==> src/include/lpsc_pkg.sv <==
// Package with register map, field layout and reset values of the PLL and system clock control
package lpsc_pkg;
   // Register word indices; the port decodes byte addresses, four bytes per word
   localparam logic [7:0] LPSC_PLL_CONTROL_IDX = 8'hb9;
   localparam logic [7:0] LPSC_PLL_CONFIGURATION_IDX = 8'hba;
   localparam int LPSC_ADDR_W = 10;
   // Field positions in the control register
   localparam int LPSC_CLKDIV_HI = 15;
   localparam int LPSC_CLKDIV_LO = 14;
   localparam int LPSC_CLKOFF_BIT = 13;
   localparam int LPSC_PLLEN_BIT = 0;
   // Field positions in the configuration register
   localparam int LPSC_RANGE_HI = 15;
   localparam int LPSC_RANGE_LO = 14;
   localparam int LPSC_PREDIV_HI = 12;
   localparam int LPSC_PREDIV_LO = 8;
   localparam int LPSC_MULT_HI = 7;
   localparam int LPSC_MULT_LO = 0;
   // Reset values
   localparam logic [1:0] LPSC_CLKDIV_RST = 2'h0;
   localparam logic LPSC_CLKOFF_RST = 1'b0;
   localparam logic LPSC_PLLEN_RST = 1'b0;
   localparam logic [1:0] LPSC_RANGE_RST = 2'h2;
   localparam logic [4:0] LPSC_PREDIV_RST = 5'h01;
   localparam logic [7:0] LPSC_MULT_RST = 8'h20;
   // System clock divider codes
   typedef enum logic [1:0] {LPSC_DIV1, LPSC_DIV2, LPSC_DIV4, LPSC_DIV8} lpsc_clkdiv_t;
endpackage

==> src/rtl/lpsc_sysclk_div.sv <==
// System clock divider and output gate
`timescale 1ns/100ps
`default_nettype none
module lpsc_sysclk_div
   import lpsc_pkg::*;
(
   input wire logic ref_clk,
   input wire logic reset_n,
   input wire logic src_clk_in,
   input wire logic [1:0] div_sel,
   input wire logic out_disable,
   output logic sysclk_out
);
   ///////////////////////////////////////////////////////////////////////////
   logic sync1_reg; // First synchroniser stage
   logic sync2_reg; // Second synchroniser stage
   logic prev_reg; // Last sample for edge detection
   logic [2:0] cnt_reg; // Rising edge counter
   logic rise; // Source rising edge

   // Synchronise the source clock pin
   always_ff @(posedge ref_clk) begin
      if (!reset_n) begin
         sync1_reg <= 1'b0;
         sync2_reg <= 1'b0;
         prev_reg <= 1'b0;
      end else begin
         sync1_reg <= src_clk_in;
         sync2_reg <= sync1_reg;
         prev_reg <= sync2_reg;
      end
   end

   assign rise = sync2_reg & ~prev_reg;

   // Count source edges; counter bits form divided clocks
   always_ff @(posedge ref_clk) begin
      if (!reset_n) begin
         cnt_reg <= 3'h0;
      end else if (rise) begin
         cnt_reg <= cnt_reg + 3'h1;
      end
   end

   // Select and gate the output
   always_ff @(posedge ref_clk) begin
      if (!reset_n) begin
         sysclk_out <= 1'b0;
      end else if (out_disable) begin
         sysclk_out <= 1'b0;
      end else begin
         case (lpsc_clkdiv_t'(div_sel))
            LPSC_DIV1: sysclk_out <= sync2_reg;
            LPSC_DIV2: sysclk_out <= cnt_reg[0];
            LPSC_DIV4: sysclk_out <= cnt_reg[1];
            default: sysclk_out <= cnt_reg[2];
         endcase
      end
   end
endmodule
`default_nettype wire

==> src/rtl/lpsc_top.sv <==
// PLL control and system clock output control with register port
//
// Function
// - Divide source clock by 1,2,4,8 for sysclk
// - Disable bit stops system clock output
// - Enable bit powers PLL; resets to 0
// - Range field selects band; resets 2
// - Config writes ignored by PLL while enabled
// - Pre-divider codes 0,1 mean 1; reset 1
// - Reference equals input over pre-divider
// - Multiplier codes 0,1 mean 1; reset 0x20
//
// The address-and-strobe port was chosen for this implementation.
`timescale 1ns/100ps
`default_nettype none
module lpsc_top
   import lpsc_pkg::*;
(
   input wire logic ref_clk,
   input wire logic reset_n,
   input wire logic [9:0] reg_addr,
   input wire logic [15:0] reg_wdata,
   input wire logic reg_wr,
   input wire logic reg_rd,
   output logic [15:0] reg_rdata,
   input wire logic tx_clk_in,
   output logic sysclk_out,
   output logic pll_power_enable,
   output logic [1:0] freq_range_select,
   output logic [4:0] pll_pre_divider,
   output logic [7:0] pll_multiplier
);
   ///////////////////////////////////////////////////////////////////////////
   // Register storage
   logic [1:0] sysclk_divider_reg; // Software divider select
   logic sysclk_out_disable_reg; // Software output disable
   logic pll_en_reg; // Software PLL enable
   logic [1:0] range_reg; // Software range field
   logic [4:0] prediv_reg; // Software pre-divider field
   logic [7:0] mult_reg; // Software multiplier field
   logic sel_ctl; // Control register addressed
   logic sel_cfg; // Configuration register addressed
   logic ctl_wr; // Write aimed at the control register
   logic cfg_wr; // Write aimed at the configuration register
   logic ctl_rd; // Read aimed at the control register
   logic cfg_rd; // Read aimed at the configuration register
   logic [15:0] ctl_word; // Control register as software sees it
   logic [15:0] cfg_word; // Configuration register as software sees it

   // Byte address to word index compare
   function automatic logic hit(input logic [9:0] a, input logic [7:0] idx);
      hit = (a == {idx, 2'b00});
   endfunction

   // Map a code where 0 and 1 both mean one
   function automatic logic [7:0] eff_val(input logic [7:0] code);
      eff_val = (code == 8'h00) ? 8'h01 : code;
   endfunction

   assign sel_ctl = hit(reg_addr, LPSC_PLL_CONTROL_IDX);
   assign sel_cfg = hit(reg_addr, LPSC_PLL_CONFIGURATION_IDX);

   // Strobes qualified by the decoded register
   assign ctl_wr = reg_wr & sel_ctl;
   assign cfg_wr = reg_wr & sel_cfg;
   assign ctl_rd = reg_rd & sel_ctl;
   assign cfg_rd = reg_rd & sel_cfg;

   // Read views; reserved positions are tied low so no stale bit leaks out
   assign ctl_word = {sysclk_divider_reg, sysclk_out_disable_reg, 12'h000, pll_en_reg};
   assign cfg_word = {range_reg, 1'b0, prediv_reg, mult_reg};

   ///////////////////////////////////////////////////////////////////////////
   // Control register writes
   always_ff @(posedge ref_clk) begin
      if (!reset_n) begin
         sysclk_divider_reg <= LPSC_CLKDIV_RST;
         sysclk_out_disable_reg <= LPSC_CLKOFF_RST;
         pll_en_reg <= LPSC_PLLEN_RST;
      end else if (ctl_wr) begin
         // Reserved bits are simply not stored
         sysclk_divider_reg <= reg_wdata[LPSC_CLKDIV_HI:LPSC_CLKDIV_LO];
         sysclk_out_disable_reg <= reg_wdata[LPSC_CLKOFF_BIT];
         pll_en_reg <= reg_wdata[LPSC_PLLEN_BIT];
      end
   end

   // Configuration register writes; storage always accepts the value
   always_ff @(posedge ref_clk) begin
      if (!reset_n) begin
         range_reg <= LPSC_RANGE_RST;
         prediv_reg <= LPSC_PREDIV_RST;
         mult_reg <= LPSC_MULT_RST;
      end else if (cfg_wr) begin
         // Stored even while running; applied only after power down
         range_reg <= reg_wdata[LPSC_RANGE_HI:LPSC_RANGE_LO];
         prediv_reg <= reg_wdata[LPSC_PREDIV_HI:LPSC_PREDIV_LO];
         mult_reg <= reg_wdata[LPSC_MULT_HI:LPSC_MULT_LO];
      end
   end

   ///////////////////////////////////////////////////////////////////////////
   // PLL settings: frozen while the PLL runs
   always_ff @(posedge ref_clk) begin
      if (!reset_n) begin
         pll_power_enable <= LPSC_PLLEN_RST;
         freq_range_select <= LPSC_RANGE_RST;
         pll_pre_divider <= LPSC_PREDIV_RST;
         pll_multiplier <= LPSC_MULT_RST;
      end else begin
         pll_power_enable <= pll_en_reg;
         if (!pll_en_reg) begin
            // Load only while powered down; the hold covers changes during run
            freq_range_select <= range_reg;
            pll_pre_divider <= 5'(eff_val({3'h0, prediv_reg}));
            pll_multiplier <= eff_val(mult_reg);
         end
      end
   end

   ///////////////////////////////////////////////////////////////////////////
   // Read data, one cycle after the strobe
   always_ff @(posedge ref_clk) begin
      if (!reset_n) begin
         reg_rdata <= 16'h0000;
      end else if (ctl_rd) begin
         // Control word
         reg_rdata <= ctl_word;
      end else if (cfg_rd) begin
         // Configuration word
         reg_rdata <= cfg_word;
      end else begin
         // Idle or unmapped address: bus rests at zero
         reg_rdata <= 16'h0000;
      end
   end

   ///////////////////////////////////////////////////////////////////////////
   // System clock divider
   lpsc_sysclk_div u_div (
      .ref_clk(ref_clk),
      .reset_n(reset_n),
      .src_clk_in(tx_clk_in),
      .div_sel(sysclk_divider_reg),
      .out_disable(sysclk_out_disable_reg),
      .sysclk_out(sysclk_out)
   );
endmodule
`default_nettype wire

==> config.mk <==
export PLATFORM = sky130hd
export DESIGN_NAME = lpsc_top
export DESIGN_NICKNAME = d
export VERILOG_FILES = /design/src/include/lpsc_pkg.sv /design/src/rtl/lpsc_sysclk_div.sv /design/src/rtl/lpsc_top.sv
export SDC_FILE = /design/constraint.sdc
export NUM_CORES = 1
export LEC_CHECK = 0
export BUFFER_PORTS_ARGS = -buffer_cell sky130_fd_sc_hd__buf_2
export CAP_MARGIN = 20
export CORE_MARGIN = 4
export CORE_UTILIZATION = 40
export CTS_BUF_LIST = sky130_fd_sc_hd__clkbuf_4 sky130_fd_sc_hd__clkbuf_8 sky130_fd_sc_hd__clkbuf_16
export DETAILED_ROUTE_END_ITERATION = 8
export GPL_ROUTABILITY_DRIVEN = 0
export HOLD_SLACK_MARGIN = 0.1
export PLACE_DENSITY = 0.71
export SETUP_SLACK_MARGIN = 0.1
export SYNTH_ARGS = -nofsm -noshare
export SYNTH_HDL_FRONTEND = slang
export SYNTH_HIERARCHICAL = 1
export SYNTH_SLANG_ARGS = --single-unit
==> constraint.sdc <==
create_clock -name ref_clk -period 1.9 [get_ports ref_clk]
set_input_delay 0.285 -clock ref_clk [delete_from_list [all_inputs] [get_ports ref_clk]]
set_output_delay 0.285 -clock ref_clk [all_outputs]
set_load 0.05 [all_outputs]
; Word-level counts from Yosys, hierarchy flattened
; Index checks and enable logic that the tools add are counted.
[op_classes]
n_addsub = 1
mul = 0
div_mod_pow = 0
n_lt_le_gt_ge = 0
n_eq_ne = 4
shifts = 0
mux = 5
bitwise_logic = 8
reduce_logical = 5
[ops]
columns = operator, n
row1 = 16-bit two-way mux, 2
row2 = "10-bit equality test, second input constant", 2
row3 = 8-bit logical NOT, 1
row4 = 8-bit two-way mux, 1
row5 = 1-bit AND, 5
row6 = 5-bit logical NOT, 1
row7 = 5-bit two-way mux, 1
row8 = "3-bit by 1-bit adder with 3-bit output, second input constant", 1
row9 = 1-bit inverter, 3
row10 = 1-bit case mux with 3 select lines, 1
row11 = 3-bit OR reduction, 1
row12 = "2-bit by 1-bit equality test with 1-bit output, second input constant", 1
row13 = "2-bit equality test, second input constant", 1
row14 = 2-bit logical NOT, 1
row15 = 2-bit OR reduction, 1
[word_totals]
register_bits = 58
latch_bits = 0
mem_bits_rw = 0
romBits = 0
input_bits = 31
mem_count = 0

; Longest topological paths before layout
; Gate-level depths: netlist (run 1).
[logic_depth]
ltp_word = 4
ltp_mapped = 5

; Hierarchy
; The synthesis (run 1) kept the hierarchy.
[modules_own_cells]
columns = module, instances, cells_per_inst, area_per_inst_um2, seq_area_each_um2
row1 = lpsc_top, 1, 179, 1888.1, 1021.0
row2 = lpsc_sysclk_div, 1, 21, 264.0, 140.1

; Worst setup path after synthesis (run 1)
; No wires, ideal clock.
[synth_path]
path_kind = input to register
from = input reg_addr[1]
to = register range_reg[0]
setup_time_ns = 0.072
arrival_time_ns = 1.632
path_slack_ns = 0.196
path_stages = 4
cell_sequence = or4b_4 -> nor4_4 -> buf_6 -> mux2i_1
[synth_via]
elab_chain_cells = 2
[synth_rtl]
columns = item, line
row1 = start: declaration, lpsc_top.sv:21  ; input wire logic [9:0] reg_addr,
row2 = 10-bit equality test, lpsc_top.sv:52  ; hit = (a == {idx, 2'b00});
row3 = 1-bit AND, lpsc_top.sv:65  ; assign cfg_wr = reg_wr & sel_cfg;
row4 = end signal: assignment, lpsc_top.sv:96  ; range_reg <= reg_wdata[LPSC_RANGE_HI:LPSC_RANGE_LO];
row5 = end: declaration, lpsc_top.sv:38  ; logic [1:0] range_reg;
; No other way between the ends.
; A chain may end at the register's enable or synchronous reset.

; Final worst setup path (run 1)
[layout_path]
from = input reg_addr[1]
to = register pll_en_reg
[layout_via]
elab_chain_cells = 2
[layout_rtl]
columns = item, line
row1 = 10-bit equality test, lpsc_top.sv:52
row2 = 1-bit AND, lpsc_top.sv:64  ; assign ctl_wr = reg_wr & sel_ctl;
row3 = end signal: assignment, lpsc_top.sv:84  ; pll_en_reg <= reg_wdata[LPSC_PLLEN_BIT];
row4 = end: declaration, lpsc_top.sv:37  ; logic pll_en_reg;
; No other way between the ends.

==> results of run 1 <==
==> worst max-delay path, delay by kind of cell <==
kind	cells	cell delay, ps
buffers and inverters	1	100
and+or+nand+nor	2	1010
muxes	1	220
==> cells in the mapped netlist <==
cell,count
sky130_fd_sc_hd__dfxtp_1,58
sky130_fd_sc_hd__nor4_4,3
sky130_fd_sc_hd__nand4b_1,1
sky130_fd_sc_hd__clkbuf_1,7
sky130_fd_sc_hd__and3b_1,1
sky130_fd_sc_hd__nand2_1,33
sky130_fd_sc_hd__o21ai_0,2
sky130_fd_sc_hd__nor3_1,2
sky130_fd_sc_hd__buf_1,1
sky130_fd_sc_hd__and2b_1,1
sky130_fd_sc_hd__mux2i_1,33
sky130_fd_sc_hd__xor2_1,1
sky130_fd_sc_hd__nor4_1,3
sky130_fd_sc_hd__nand2b_1,2
sky130_fd_sc_hd__nand3b_1,1
sky130_fd_sc_hd__xnor2_1,1
sky130_fd_sc_hd__clkbuf_2,1
sky130_fd_sc_hd__a21oi_1,2
sky130_fd_sc_hd__nor2_1,1
sky130_fd_sc_hd__buf_6,1
sky130_fd_sc_hd__or4b_4,1
sky130_fd_sc_hd__mux4_2,1
sky130_fd_sc_hd__nor2b_1,18
sky130_fd_sc_hd__ha_1,1
sky130_fd_sc_hd__and2_1,18
sky130_fd_sc_hd__inv_1,3
sky130_fd_sc_hd__a22o_1,3
==> metrics by stage <==
step	hold slack (ps)	cells	util (%)
after floorplan	407	200	-
after global placement	414	329	49.6
after detailed placement	423	329	49.6
after CTS	134	345	52.9
after global routing	144	345	52.9
final	156	345	52.9
==> worst paths after layout <==
path	startpoint	to	slack, ps	depth (start not counted)
setup / recovery	reg_addr[1]	pll_en_reg	540	4
hold / removal	tx_clk_in	u_div/sync1_reg	160	2
setup reg to reg	pll_en_reg	pll_multiplier[0]	660	4
hold reg to reg	u_div/sync1_reg	u_div/sync2_reg	440	1
==> where the power goes <==
| part | switching [mW] | internal, mW |
|---|---|---|
| registers | 0.00305 | 1.22 |
| logic | 0.0454 | 0.0436 |
| clock network | 0.471 | 0.496 |
==> kinds of logic after synthesis <==
| family | count (synthesis) | synth area share [%] |
|---|---|---|
| AO/OA/AOI/OAI | 7 | 2.15 |
| XOR/XNOR | 2 | 0.814 |
| flip-flops | 58 | 54.0 |
| multiplexers | 34 | 16.4 |
| buffers and inverters | 13 | 2.67 |
| adder cells (fa/ha/maj) | 1 | 0.581 |
| AND/OR/NAND/NOR | 85 | 23.4 |
==> layout make-up <==
cell class | instances | area share, %
Sequential cell | 58 | 42.4
Multi-Input combinational cell | 129 | 34.1
Timing Repair Buffer | 69 | 13.6
Clock buffer | 10 | 5.03
Tap cell | 70 | 3.20
Clock inverter | 6 | 1.19
Inverter | 3 | 0.412
==> layer usage <==
| metal | up-vias | GRT usage [%] |
|---|---|---|
| met1 | 698 | 17.4 |
| met2 | 46 | 22.5 |
| met3 | 6 | 5.88 |
| met5 | - | 0 |
| met4 | 0 | 7.09 |
| li1 | 803 | - |
==> impl_summary.md, run 1 <==
Run status
The flow ran to the end, and the final reports show no timing, DRC or antenna violations.

Floorplanning
The die covers 6620 um2. The area of the core is 5170 um2. In this run the count of I/O pins placed on the die edge is 64. The vertical die dimension is 81.4 um. Once the floorplan was initialized, standard cells occupied 41.6% of the core. The standard-cell row count is 26. The x dimension of the die is 81.4 um.

Detailed routing
The post-detailed-route via-to-cell ratio is 4.50. After detailed routing, the average wire length per cell comes to 12.5 um. The amount of wire on met2 after detailed routing is 2.04 mm. The detail route stage leaves a number of antenna-violating nets equal to 0.

The routed layout has 1,553 vias. After detailed routing, the met3 layer carries 290 um of wire. The detailed router used layers up to and including met4.

The met1 layer wirelength in the final routing is 1.91 mm. The first detailed-routing pass ran for 4 iterations. The number of DRC violations after detailed-routing iteration 0 is 45. The residual DRC count is 0. Wires add up to 4.32 mm.

Setup path
The worst-path maximum fanout is 4. The endpoint kind of the worst setup timing path is a register. STA puts the critical path data required time at 2160 ps.

The startpoint type of the worst setup path is an input port. Data on the critical path arrives at its endpoint at 1630 ps. The slowest library cell on the worst path is sky130_fd_sc_hd__or4b_4. The signal on the critical path passes through buf_2 > or4b_4 > nor4_4 > mux2i_1.

In this design, the stage delay of the slowest critical-path cell is 590 ps. The classification of the worst setup path is input port to register.

Placed design
Detailed placement finished with a half-perimeter wire length of 3.14 mm. The worst slack at placement is 200 ps. During placement, the flow inserted port buffers numbering 63. Summing all placed instances gives a cell area of 2570 um2.

Hold path
The min-delay analysis places its worst path in the category input port to register.

Timing
The hold violation count in the final report is 0. For the finished layout, the period the worst path requires is 1360 ps. The share of the cycle needed by the critical path after routing is 71.8%. The clock arrives with 7.61 ps of skew.

The number of max-slew violations in the final report is 0. Setup repair after global routing left no endpoint under its margin. The relative slew slack is 70.6%. At the pin with the least slew margin, the transition time is 437 ps. Setup slack on the critical path of the routed design comes to 537 ps. Setup violations remaining at the end of the flow were counted as 0.

The highest clock frequency the design can meet is 733 MHz. The sum of negative setup slack is 0 ps.

Cells and area
In the final layout, the share of cells above drive strength 1 is 32.7%. Leaving out fill and tap cells, the most frequent cells in the layout are sky130_fd_sc_hd__buf_2, sky130_fd_sc_hd__dfxtp_1, sky130_fd_sc_hd__mux2i_1, sky130_fd_sc_hd__nand2_1. The synthesis-to-layout area growth is 27.2%. The register cell area after layout is 1160 um2. The number of nets in the layout is 302.

The flip-flop count of the largest register after layout is 16. Summing all multi-input logic gate instances after layout gives 933 um2. The number of antenna repair diodes is 0. Fill cells in the final layout number 490. The finished layout cell area is 2740 um2.

The leading cell type in the layout, fill and taps excluded is sky130_fd_sc_hd__buf_2.

Logic synthesis
By area the synthesized netlist is led by sky130_fd_sc_hd__dfxtp_1, sky130_fd_sc_hd__mux2i_1, sky130_fd_sc_hd__nand2_1, sky130_fd_sc_hd__and2_1, sky130_fd_sc_hd__nor2b_1. Sequential cells were found to cover 54.0% of the synthesized design area. The average instance area after synthesis is 10.8 um2.

Counting every net in the synthesized netlist gives 232. Summing every instance area after synthesis gives 2150 um2. The fraction of synthesized cell area taken by the top area cell type is 54.0%.

The count of mapped cells out of synthesis is 200. In this run, synthesis produced a sequential element count of 58. The biggest area contributor in the post-synthesis netlist is sky130_fd_sc_hd__dfxtp_1. Yosys mapped the design onto 27 distinct sky130hd cell types. The total number of yosys warnings is 6.

Power and ir drop
The completed layout was analyzed and its total power is 2.28 mW. The worst vdd rail ir drop is 0.373 mV. The leakage dissipation is 1.16 nW. The power density over the cells is 833 nW/um2.

Clock tree
After clock tree synthesis, the setup repair step added 0 buffers. The post-cts sizing count is 0. The TritonCTS clock tree is yes. The root buffer cell chosen for the clock tree is sky130_fd_sc_hd__clkbuf_8.

The worst-case clock buffer depth is 2. The clock network latency to the later pin of the worst-skew pair is 330 ps. The clock sink total is 58.

The number of buffers inserted by hold repair at cts is 0. The number of buffers created by CTS is 9. The clock transition at the registers of the reported paths is 70 ps. The H-tree generated during clock tree synthesis spans 3 levels.

GRT
The via count of the first global-routing pass is 1,543. The first global-routing pass estimated 7.11 mm of wire. After global routing the overflow that remains totals 0. The pin count of the biggest net entering global routing is 31. The initial antenna violation count is 0. Global routing used 14.5% of the available tracks.

Flow run
The max-cap check violation count is 0.
Note: power is estimated with default switching activity, not from simulation.
==> inputs of run 2 (changes only) <==
PLACE_DENSITY = 0.74   (was 0.71)
clock period = 1.2 ns   (was 1.9 ns; I/O delays follow)
==> run 2 against run 1 <==
  * The run now ends with negative setup slack left
  * Clock power grew 80%
  * Final cell count up 2.9%
  * Largest cell class unchanged
  * Total power is 69% higher
  * Worst hold slack lost 45 ps
  * Setup slack got worse by 560 ps
  * Final area grew 8.0%
  * Combinational power grew 87%
  * Global-route usage decreased by 0.13 points
  * Sequential share of layout area is 3.0 points lower
==> impl_summary.md, run 2 (synthesized netlist as in run 1, its figures left out) <==
Run status
The flow ran to the end, but the final reports show violations. The final reports fail on negative setup slack.

GRT
The via count of the first global-routing pass is 1,547. Across every metal layer, demand over resource in global routing totals 14.4%. The initial antenna violation count is 0. The final global-route overflow total is 0.

The first global-routing pass estimated 7.02 mm of wire. Entering global routing, the biggest net connects 59 pins.

Clock tree
The clock network latency to the later pin of the worst-skew pair is 330 ps. The worst-case clock buffer depth is 2. The maximum level of the CTS H-tree is 3.

Counting every sink on the clock net gives 58. Counting the buffers created by CTS gives 9. The clock transition at the registers of the reported paths is 60 ps.

TritonCTS built the clock tree. The root buffer cell is sky130_fd_sc_hd__clkbuf_8.

Detailed routing
The residual DRC count is 0. The routed layout has 1,625 vias. The aggregate routed wire length is 4.43 mm. The first detailed-routing pass took 4 iterations. The count of nets left with antenna violations once routing finished came out at 0. The number of DRC violations after detailed-routing iteration 0 is 49. Dividing the detail-routed via count by the number of cells gives 4.58.

After detailed routing, the average wire length per cell comes to 12.5 um.

Timing
Across all setup checks in the final design, the least slack found is -18.6 ps. Final hold analysis gives a worst-case slack of 111 ps. The final worst clock skew is 8.90 ps. The smallest clock period supported by the final layout is computed as 1220 ps. The number of max-slew violations in the final report was 0. The share of the cycle needed by the critical path after routing is 102%. Setup violations remaining at the end of the flow were counted as 5.

Setup repair after global routing could not meet its margin everywhere. For the final routed database, the setup TNS stands at -34.2 ps. For the pin with the worst max-slew slack, the measured transition is 324 ps.

The hold violation count in the final report is 0. The highest clock frequency the design can meet is 821 MHz. In this run the tightest slew margin relative to its limit is 78.2%.

Cells and area
The count of placed standard cells in the final layout, fillers left out is 355. The leading cell type in the layout, fill and taps excluded is sky130_fd_sc_hd__dfxtp_1. The register with the most flip-flops in the layout has 16 of them. The core occupancy in the finished layout is 57.1%. The synthesis-to-layout area growth is 37.3%.

Leaving out fill and tap cells, the most frequent cells in the layout are sky130_fd_sc_hd__dfxtp_1, sky130_fd_sc_hd__buf_2, sky130_fd_sc_hd__mux2i_1, sky130_fd_sc_hd__nand2_1, sky130_fd_sc_hd__buf_4. The layout cell share with drive strength beyond 1 is 34.4%. The finished cells cover 2950 um2. The number of antenna repair diodes is 0.

For this run, the post-layout net count is 313.

Setup path
The endpoint kind of the worst setup timing path is a register. STA classifies the critical path startpoint as an input port. The arrival time at the worst endpoint is 1470 ps. The worst-path maximum fanout is 15. The worst setup path is of the input port to register kind.

The worst path required time is 1450 ps.

Power and ir drop
The worst vdd rail ir drop is 0.746 mV. In this run the static leakage power is 1.24 nW. In this run the power density over the cells is 1300 nW/um2.

Hold path
The type of the worst min-delay path is input port to register.

Placed design
Detailed placement finished with a half-perimeter wire length of 3.05 mm. The post-place instance area is 2620 um2. The count of placed standard cells including taps is 332. The number of I/O port buffers is 63.

Floorplanning
The top-level I/O count is 64. Measured along the x axis, the die boundary spans 81.4 um. Row generation in the floorplan step produced 26 rows. The starting utilization of the core area is 41.6%. The core region is 5170 um2. Measured along the y axis, the die boundary spans 81.4 um. The area of the die is 6620 um2.

Flow run
The max-cap check violation count is 0.
-- run 2: cell count changes in the layout (fill, tap and decap cells not counted), moves of 3 or more --
cell,before,now
sky130_fd_sc_hd__buf_2,63,41
sky130_fd_sc_hd__buf_4,5,24
sky130_fd_sc_hd__buf_6,0,3
sky130_fd_sc_hd__clkbuf_4,0,6
sky130_fd_sc_hd__clkinv_2,5,2
sky130_fd_sc_hd__dlygate4sd3_1,0,5
-- run 2: critical path, cell delays in order --
cell and delay [ps]:
sky130_fd_sc_hd__buf_6 90, sky130_fd_sc_hd__or4b_4 580, sky130_fd_sc_hd__nor4_4 210, sky130_fd_sc_hd__buf_12 210, sky130_fd_sc_hd__mux2i_1 210
-- run 2: layout make-up --
cell class / instances / area (um2)
clock inverters: 3 / 40.0
fillers: 421 / 2220
repair buffers: 80 / 559
flip-flops and latches: 58 / 1160
multi-input cells: 129 / 940
inverters: 3 / 11.3
well taps: 70 / 87.6
clock buffers: 12 / 153
-- run 2: worst paths after layout --
check                           cells past startpoint  slack [ps]          endpoint                   from
worst min-delay path                                3         110     prediv_reg[4]          reg_wdata[12]
worst max-delay path                                5         -20       mult_reg[1]            reg_addr[1]
worst max register to register                      2          90  u_div/sysclk_out  sysclk_divider_reg[0]
worst min register to register                      1         430   u_div/sync2_reg        u_div/sync1_reg
-- run 2: metrics by stage --
stage          power, mW  setup WS [ps]
2_1_floorplan       2.06           -399
3_3_place_gp        2.13           -338
3_5_place_dp        2.13           -387
4_1_cts             3.89          -10.3
5_1_grt             3.98          -60.9
6_report            3.85          -18.6
-- run 2: per-layer routing --
| layer | vias up | part of all wire [%] | global-route usage (%) |
|---|---|---|---|
| met1 | 737 | 43 | 17.2 |
| li1 | 831 | - | - |
| met4 | 0 | 1.6 | 8.11 |
| met2 | 53 | 48 | 22.5 |
| met3 | 4 | 6.8 | 4.88 |
| met5 | - | 0 | 0 |
-- run 2: repair_timing --
action,4_1_cts,5_1_grt
hold buffers,5,0
setup endpoints to repair,53,44
hold endpoints to repair,5,0
buffers inserted,3,0
pin swaps,2,1
gates resized for setup,20,6
-- run 2: report_power, final --
part,internal [mW],total [mW],switching (mW)
Combinational,0.0885,0.166,0.0770
Sequential,1.93,1.94,0.00490
Clock,1.04,1.74,0.702
Total,3.06,3.85,0.783
